<file path="src/inc/aosm_defs.vh">
// Constants for the auxiliary output source selector
`ifndef AOSM_DEFS_VH
`define AOSM_DEFS_VH
// Printed offsets are not multiples of four, so they are word indices
`define AOSM_IDX_OUT3 12'h01d
`define AOSM_IDX_OUT4 12'h01e
`define AOSM_ADDR_OUT3 12'h074
`define AOSM_ADDR_OUT4 12'h078
`define AOSM_SEL_MSB 3
`define AOSM_SEL_RESET 4'h0
`define AOSM_SEL_LOW 4'h0
`define AOSM_SEL_HIGH 4'h1
`define AOSM_SEL_RATE_IRQ 4'h2
`define AOSM_SEL_TX_IRQ 4'h3
`define AOSM_SEL_RX_IRQ 4'h4
`define AOSM_SEL_PREEMPH 4'h5
`define AOSM_SEL_NONAUDIO 4'h6
`define AOSM_SEL_NONVALID 4'h7
`define AOSM_SEL_CS_BIT 4'h8
`define AOSM_SEL_USER_BIT 4'h9
`define AOSM_SEL_BLOCK_CLK 4'ha
`define AOSM_SEL_COPY 4'hb
`define AOSM_SEL_GEN 4'hc
`define AOSM_SEL_PARITY 4'hd
`define AOSM_SEL_RX_SYNC 4'he
`define AOSM_SEL_TX_SYNC 4'hf
`define AOSM_NSRC 14
`endif

</file>
<file path="src/aosm_aux_output_source_mux.v">
// Auxiliary output source selector with APB register access
//
// Our own choice: register access over APB.
`timescale 1ns/1ps
`include "aosm_defs.vh"
module aosm_aux_output_source_mux #(
  parameter ADDR_W = 12,
  parameter DATA_W = 32,
  parameter NSRC = `AOSM_NSRC
) (
  input wire mclk_i,
  input wire rstn_i,
  input wire psel_i,
  input wire penable_i,
  input wire pwrite_i,
  input wire [ADDR_W-1:0] paddr_i,
  input wire [DATA_W-1:0] pwdata_i,
  input wire [3:0] pstrb_i,
  output wire [DATA_W-1:0] prdata_o,
  output wire pready_o,
  output wire pslverr_o,
  input wire rate_converter_irq_n_i,
  input wire tx_irq_n_i,
  input wire rx_irq_n_i,
  input wire rx_preemph_n_i,
  input wire rx_nonaudio_i,
  input wire rx_nonvalid_i,
  input wire rx_cs_bit_i,
  input wire rx_user_bit_i,
  input wire rx_block_clk_i,
  input wire rx_copy_i,
  input wire rx_generation_i,
  input wire rx_parity_err_i,
  input wire rx_sync_clk_i,
  input wire tx_sync_clk_i,
  output reg aux_output_three_o,
  output reg aux_output_four_o
);
  localparam [ADDR_W-1:0] ADDR_OUT3 = `AOSM_ADDR_OUT3;
  localparam [ADDR_W-1:0] ADDR_OUT4 = `AOSM_ADDR_OUT4;

  reg [1:0] rst_sync;
  wire rst_n;
  reg [3:0] out_three_source_select;
  reg [3:0] out_four_source_select;
  reg [DATA_W-1:0] prdata;
  reg [DATA_W-1:0] next_prdata;
  wire [NSRC-1:0] src_raw;
  reg [NSRC-1:0] src_s1;
  reg [NSRC-1:0] src_s2;
  wire [7:0] sel_pair;
  wire [1:0] next_pin;
  wire hit3;
  wire hit4;
  wire access;
  wire rd_setup;
  wire wr3;
  wire wr4;

  always @(posedge mclk_i or negedge rstn_i) begin
    if (!rstn_i) begin
      rst_sync <= 2'h0;
    end else begin
      rst_sync <= {rst_sync[0], 1'b1};
    end
  end
  assign rst_n = rst_sync[1];

  // Sources come from other logic and are treated as asynchronous
  assign src_raw[0] = rate_converter_irq_n_i;
  assign src_raw[1] = tx_irq_n_i;
  assign src_raw[2] = rx_irq_n_i;
  assign src_raw[3] = rx_preemph_n_i;
  assign src_raw[4] = rx_nonaudio_i;
  assign src_raw[5] = rx_nonvalid_i;
  assign src_raw[6] = rx_cs_bit_i;
  assign src_raw[7] = rx_user_bit_i;
  assign src_raw[8] = rx_block_clk_i;
  assign src_raw[9] = rx_copy_i;
  assign src_raw[10] = rx_generation_i;
  assign src_raw[11] = rx_parity_err_i;
  assign src_raw[12] = rx_sync_clk_i;
  assign src_raw[13] = tx_sync_clk_i;

  // Two stages per source; only the second stage may feed the selector
  genvar gi;
  generate
    for (gi = 0; gi < NSRC; gi = gi + 1) begin : g_sync
      always @(posedge mclk_i or negedge rst_n) begin
        if (!rst_n) begin
          src_s1[gi] <= 1'b0;
        end else begin
          src_s1[gi] <= src_raw[gi];
        end
      end

      always @(posedge mclk_i or negedge rst_n) begin
        if (!rst_n) begin
          src_s2[gi] <= 1'b0;
        end else begin
          src_s2[gi] <= src_s1[gi];
        end
      end
    end
  endgenerate

  // Byte address is four times the register index
  assign hit3 = (paddr_i == ADDR_OUT3);
  assign hit4 = (paddr_i == ADDR_OUT4);
  assign access = psel_i && penable_i;
  assign rd_setup = psel_i && !penable_i && !pwrite_i;
  // Only byte lane 0 carries the field, so its strobe gates the write
  assign wr3 = access && pwrite_i && pstrb_i[0] && hit3;
  assign wr4 = access && pwrite_i && pstrb_i[0] && hit4;
  assign pready_o = 1'b1;
  // Unmapped addresses answer with an error and read zero
  assign pslverr_o = access && !(hit3 || hit4);
  assign prdata_o = prdata;

  always @(posedge mclk_i or negedge rst_n) begin
    if (!rst_n) begin
      out_three_source_select <= `AOSM_SEL_RESET;
    end else if (wr3) begin
      out_three_source_select <= pwdata_i[`AOSM_SEL_MSB:0];
    end
  end

  always @(posedge mclk_i or negedge rst_n) begin
    if (!rst_n) begin
      out_four_source_select <= `AOSM_SEL_RESET;
    end else if (wr4) begin
      out_four_source_select <= pwdata_i[`AOSM_SEL_MSB:0];
    end
  end

  // Read data registered in setup phase so it stands through the access phase
  always @(posedge mclk_i or negedge rst_n) begin
    if (!rst_n) begin
      prdata <= {DATA_W{1'b0}};
    end else if (rd_setup) begin
      prdata <= next_prdata;
    end
  end

  always @* begin
    case ({hit4, hit3})
      2'b01: begin
        next_prdata = {{(DATA_W-4){1'b0}}, out_three_source_select};
      end
      2'b10: begin
        next_prdata = {{(DATA_W-4){1'b0}}, out_four_source_select};
      end
      default: begin
        next_prdata = {DATA_W{1'b0}};
      end
    endcase
  end

  assign sel_pair = {out_four_source_select, out_three_source_select};

  // One selector per output; both share the synchronised sources
  genvar go;
  generate
    for (go = 0; go < 2; go = go + 1) begin : g_mux
      reg pin_d;
      always @* begin
        case (sel_pair[go*4 +: 4])
          `AOSM_SEL_LOW: pin_d = 1'b0;
          `AOSM_SEL_HIGH: pin_d = 1'b1;
          `AOSM_SEL_RATE_IRQ: pin_d = src_s2[0];
          `AOSM_SEL_TX_IRQ: pin_d = src_s2[1];
          `AOSM_SEL_RX_IRQ: pin_d = src_s2[2];
          `AOSM_SEL_PREEMPH: pin_d = src_s2[3];
          `AOSM_SEL_NONAUDIO: pin_d = src_s2[4];
          `AOSM_SEL_NONVALID: pin_d = src_s2[5];
          `AOSM_SEL_CS_BIT: pin_d = src_s2[6];
          `AOSM_SEL_USER_BIT: pin_d = src_s2[7];
          `AOSM_SEL_BLOCK_CLK: pin_d = src_s2[8];
          `AOSM_SEL_COPY: pin_d = src_s2[9];
          `AOSM_SEL_GEN: pin_d = src_s2[10];
          `AOSM_SEL_PARITY: pin_d = src_s2[11];
          `AOSM_SEL_RX_SYNC: pin_d = src_s2[12];
          `AOSM_SEL_TX_SYNC: pin_d = src_s2[13];
          default: pin_d = 1'b0;
        endcase
      end
      assign next_pin[go] = pin_d;
    end
  endgenerate

  // Registered pins: no mux glitches reach the outside, at one cycle of latency
  always @(posedge mclk_i or negedge rst_n) begin
    if (!rst_n) begin
      aux_output_three_o <= 1'b0;
    end else begin
      aux_output_three_o <= next_pin[0];
    end
  end

  always @(posedge mclk_i or negedge rst_n) begin
    if (!rst_n) begin
      aux_output_four_o <= 1'b0;
    end else begin
      aux_output_four_o <= next_pin[1];
    end
  end
endmodule // aosm_aux_output_source_mux

</file>
<file path="config.mk">
export PLATFORM = sky130hd
export DESIGN_NAME = aosm_aux_output_source_mux
export DESIGN_NICKNAME = d
export VERILOG_FILES = /design/src/aosm_aux_output_source_mux.v
export VERILOG_INCLUDE_DIRS = /design/src /design/src/inc
export SDC_FILE = /design/constraint.sdc
export NUM_CORES = 1
export LEC_CHECK = 0
export ABC_AREA = 1
export CAP_MARGIN = 15
export CELL_PAD_IN_SITES_DETAIL_PLACEMENT = 1
export CELL_PAD_IN_SITES_GLOBAL_PLACEMENT = 1
export CORE_MARGIN = 2
export CORE_UTILIZATION = 45
export CTS_CLUSTER_DIAMETER = 100
export DETAILED_ROUTE_END_ITERATION = 12
export DONT_BUFFER_PORTS = 1
export MAX_ROUTING_LAYER = met4
export PLACE_DENSITY = 0.79
export SLEW_MARGIN = 30
export SYNTH_ARGS = -nofsm -noshare
export SYNTH_HDL_FRONTEND = slang
export SYNTH_SLANG_ARGS = --single-unit
</file>
<file path="constraint.sdc">
create_clock -name mclk_i -period 2.7 [get_ports mclk_i]
set_input_delay 0 -clock mclk_i [delete_from_list [all_inputs] [get_ports mclk_i]]
set_output_delay 0 -clock mclk_i [all_outputs]
set_load 0.005 [all_outputs]
</file>
Word level (Yosys, flattened, before mapping)
Cells that the tools add are included.
{ "totals": {"inputBits": 67, "ff_bits": 72, "out_inout_bits": 36, "wordCells": 85} }
{ "classes": {"n_reduce_logical": 14, "muxes": 3, "n_eq_ne": 34} }
{ "op_table": {"columns": ["cell", "count"], "rows": [
  ["equality test 4 bit (second input constant)", 16],
  ["equality test 4 x 3 -> 1 bit (second input constant)", 8],
  ["one-hot mux 1 bit (16 select lines)", 2],
  ["equality test 12 x 7 -> 1 bit (second input constant)", 2],
  ["equality test 4 x 2 -> 1 bit (second input constant)", 4],
  ["equality test 4 x 1 -> 1 bit (second input constant)", 2],
  ["logical AND 1 bit", 8],
  ["logical NOT 4 bit", 2],
  ["one-hot mux 4 bit (2 select lines)", 1],
  ["logical NOT 1 bit", 3],
  ["equality test 2 x 1 -> 1 bit (second input constant)", 1],
  ["equality test 2 bit (second input constant)", 1],
  ["logical OR 1 bit", 1]
]} }

Depth between registers and ports, before layout
{ "depth": {"ltp_word": 4, "depth_mapped": 11, "mapped_depth_nobuf": 10} }

Least setup slack after synthesis
No wires, ideal clock.
{ "synth_path": {"path_type": "input-to-reg", "start": "input port paddr_i[11]", "end": "register prdata[2] (netlist: prdata_o[2])", "slack_ps": 1559, "setup_ps": 136, "required_ps": 2564, "cell_stages": 8, "t_arrival_ps": 1005, "cell_sequence": "nor2_1 -> nand2_1 -> nor2_4 -> buf_6 -> nand2_1 -> ha_1 -> nand3_1 -> o21ai_0"} }
{ "synth_between": {"elab_chain_len": 3, "word_cells_on_any_way": 5} }
{ "synth_lines": {"columns": ["element", "line", "text"], "rows": [
  ["from (decl)", "aosm_aux_output_source_mux.v:16", "input wire [ADDR_W-1:0] paddr_i,"],
  ["equality test 12 x 7 -> 1 bit, on equally long branches", "aosm_aux_output_source_mux.v:108, aosm_aux_output_source_mux.v:109", null],
  ["equality test 2 bit or equality test 2 x 1 -> 1 bit (tied branches)", "aosm_aux_output_source_mux.v:146", "case ({hit4, hit3})"],
  ["one-hot mux 4 bit (2 select lines) *", "aosm_aux_output_source_mux.v:146", null],
  ["to (signal assigned)", "aosm_aux_output_source_mux.v:139", "prdata <= {DATA_W{1'b0}};"],
  ["to (signal assigned)", "aosm_aux_output_source_mux.v:141", "prdata <= next_prdata;"],
  ["to (decl)", "aosm_aux_output_source_mux.v:46", "reg [DATA_W-1:0] prdata;"]
]} }
Mark *: on every way between the ends. The rest lies on a longest branch, timed or not.
A chain may end at the register's enable or synchronous reset.

Worst setup path after layout
{ "layout_path": {"start": "input port pwrite_i", "end": "register prdata[1] (netlist: prdata_o[1])"} }
{ "layout_between": {"elab_chain_len": 2} }
{ "layout_lines": {"columns": ["element", "line", "text"], "rows": [
  ["from (decl)", "aosm_aux_output_source_mux.v:15", "input wire pwrite_i,"],
  ["logical NOT 1 bit", "aosm_aux_output_source_mux.v:111", "assign rd_setup = psel_i && !penable_i && !pwrite_i;"],
  ["logical AND 1 bit", "aosm_aux_output_source_mux.v:111", null]
]} }
Every way passes these cells.

==> results.tsv <==
stage	metric	value	unit
status	status	complete, no violations	
placed_design	dp_slack	1.312	ns
clock_network	post-cts-setup-buffer-count	0	
global_route	grt_use_total	20.82	%
finish	drive_above_1_share	6.038	%
worst_setup_path	startpoint_type	input port	
clock_network	root_buffer	clkbuf_8	
worst_setup_path	crit_slowest_cell	dlygate4sd3_1	
finish	layout_commonest_cell	nand2_1	
clock_network	clk_pin_slew_worst_paths	0.08	ns
timing	final.min_clock_period	2.004	ns
floorplan	start_util	47.31	%
drt	drt_iter0_drc	61	
finish	multi_input_area	726.9	um^2
drt	drc	0	
global_route	antenna_found_initial	0	
pwr	pwr-share-comb	5.7	%
timing	setup_viol	0	
pwr	p_switching	291.9	uW
placed_design	port_buffers	0	
floorplan	ioPinCount	103	
worst_setup_path	cp-end-kind	register	
pwr	power_switching_share	22.77	%
timing	relSlewSlack	65.81	%
drt	avgRoutedWirePerCell	14.96	um
placed_design	hpwl	3184	um
finish	seqCellArea	0.001101	mm^2
timing	max_freq	498.9	MHz
min_path	hold_start	paddr_i[2]	
global_route	grt_pass1_vias	1631	
worst_setup_path	required	2.89	ns
flow_run	maxCapViolations	0	
drt	vias_per_cell	4.915	
placed_design	gp_congestion	0.8409	
worst_setup_path	rrSetupSlack	0.96	ns
worst_setup_path	cp_common_cell	dlygate4sd3_1	
worst_setup_path	reg2reg_from	out_three_source_select[1]$_DFFE_PN0P_	
timing	fin_tns_setup	0	ns
worst_setup_path	arrival	2.19	ns
global_route	grt_max_degree	43	
yosys	yosys_warnings	0	
finish	mostFrequentLayoutCells	nand2_1 (54), dfrtp_1 (44), dlygate4sd3_1 (31)	
pwr	p_total	1.282	mW
worst_setup_path	crit_buf_inv	3	
yosys	syn_area_per_cell	9.040	um^2
clock_network	htreeDepth	2	
min_path	holdPathEnd	out_three_source_select[3]$_DFFE_PN0P_	
clock_network	clk-insertion-delay-late	0.31	ns
global_route	grt_pass1_wl	7762	um
worst_setup_path	rr_worst_depth	5	
floorplan	fp.dieH	72.12	um
finish	insertedDiodeCount	0	
worst_setup_path	crit_type	input port to register	
worst_setup_path	reg2reg_to	prdata_o[1]$_DFFE_PN0P_	
yosys	synth_seq_cells	44	
worst_setup_path	critical_path.max_fanout	6	
clock_network	numCtsBuffers	5	
yosys	synthCells	231	
drt	vias	1558	
timing	worst_pin_slew	0.5128	ns
pwr	power.share.sequential	54.0	%
floorplan	rows	24	
timing	final_max_slew_viol_count	0	
clock_network	cts_resized	0	
drt	detail-route-antenna-nets	0	
pwr	pwr-share-clk	40.3	%
clock_network	cts_sinks	44	
pwr	p_int	990.3	uW
worst_setup_path	cpPeakStageDelay	0.71	ns
timing	rsz0062_at_grt	no	
finish	nets	334	
timing	final_hold_viol_count	0	
worst_setup_path	crit_family	buffers and inverters	
min_path	holdPathStages	4	
yosys	yosysSeqAreaShare	52.73	%
floorplan	die_area	0.005201	mm^2
drt	drt-total-wl	4743	um
pwr	p_leak	1.208	nW
timing	worst_slack	0.6958	ns
worst_setup_path	cp_cell_sequence	dlygate4sd3_1 -> nor3b_2 -> dlygate4sd3_1 -> o21ai_0 -> dlygate4sd3_1	
pwr	power-per-cell-area	528.2	mW/mm^2
floorplan	die_x	72.12	um
min_path	holdCritPathClass	input port to register	
timing	skew	0.005980	ns
drt	dr.pass1.iters	4	
yosys	synth_area	0.002088	mm^2
finish	syn2layout_area_growth	16.24	%
timing	post-route-period-util	74.23	%
global_route	overflow	0	
clock_network	cts_tree	done	
yosys	ys_types	20	
floorplan	coreArea	0.004414	mm^2
pwr	peakVddDrop	387.7	uV
clock_network	cts.path.max_buffers	2	
finish	n_fill_cell	533	
==> synthesized netlist by cell type, drive strengths merged <==
cell	n	share of area [%]
a21oi	1	0.24
buf	34	13
conb	2	0.36
dfrtp	44	53
ha	3	1.8
inv	27	4.9
nand2	54	9.7
nand3	26	6.7
nand4	10	3.0
nor2	19	4.3
nor3	1	0.78
nor3b	1	0.60
o21ai	6	1.4
o22ai	3	0.90
==> tightest hold or removal path: cells and delay by family <==
kind / cells / cell delay, ns
AND/OR/NAND/NOR: 4 / 0.28
==> sequential cells by signal (all words and copies together), names as in the netlist <==
name	count
rst_sync	2
prdata_o	4
out_four_source_select	4
src_s2	14
aux_output_three_o	1
aux_output_four_o	1
src_s1	14
out_three_source_select	4
==> stage by stage <==
stage	util [%]	std cells	hold slack (ns)	area (um^2)
after detailed placement	45.35	278	-0.2955	2002
after global placement	45.35	278	-0.2955	2002
after CTS	54.99	317	0.009870	2427
after floorplan	-	259	-0.2956	2193
final	54.99	317	0.01707	2427
after global routing	54.99	317	0.05154	2427
==> repair_timing <==
item	4_1_cts	5_1_grt
hold buffers	31	0
setup endpoints to repair	0	0
hold endpoints to repair	28	0
==> layout make-up <==
cell class              count  share of cell area, %
clock inverters             3                  1.907
well taps                  52                  2.680
multi-input cells         154                  29.95
inverters                  27                  4.175
flip-flops and latches     44                  45.36
repair buffers             32                  13.09
clock buffers               5                  2.835
==> cells by family (layout without fill, tap and decap cells) <==
family / count (synthesis) / count (layout) / synth area share, %
buffers and inverters: 61 / 67 / 17.50
AND/OR/NAND/NOR: 111 / 111 / 25.05
adder cells (fa/ha/maj): 3 / 3 / 1.798
other: 2 / 30 / 0.3596
flip-flops: 44 / 44 / 52.73
AO/OA/AOI/OAI: 10 / 10 / 2.576
==> power groups by stage <==
stage / Clock (mW) / Combinational, mW / Sequential (mW)
after floorplan: 0 / 0.0562 / 0.710
after global placement: 0 / 0.0399 / 0.704
after detailed placement: 0 / 0.0420 / 0.706
after CTS: 0.526 / 0.0718 / 0.693
after global routing: 0.562 / 0.0830 / 0.695
final: 0.517 / 0.0732 / 0.692
==> worst max-delay path by stage <==
stage	depth (start not counted)	from	endpoint	slack, ns
after floorplan	0	rst_sync[1]$_DFF_PN0_	aux_output_four_o$_DFF_PN0_	1.38
after global placement	7	out_four_source_select[0]$_DFFE_PN0P_	aux_output_four_o$_DFF_PN0_	1.38
after detailed placement	10	paddr_i[11]	prdata_o[0]$_DFFE_PN0P_	1.31
after CTS	5	penable_i	prdata_o[1]$_DFFE_PN0P_	0.70
after global routing	5	penable_i	prdata_o[1]$_DFFE_PN0P_	0.58
final	5	pwrite_i	prdata_o[1]$_DFFE_PN0P_	0.70
==> metal layers <==
metal	part of all wire [%]	global-route usage (%)	vias up	wire length (um)
met5	0	-	-	0
met4	2.1	8.595	0	98
met3	3.8	5.000	8	179
met2	54	35.58	41	2561
met1	40	23.34	779	1903
li1	-	-	730	-
No activity file was read; power rests on OpenSTA's default activity.
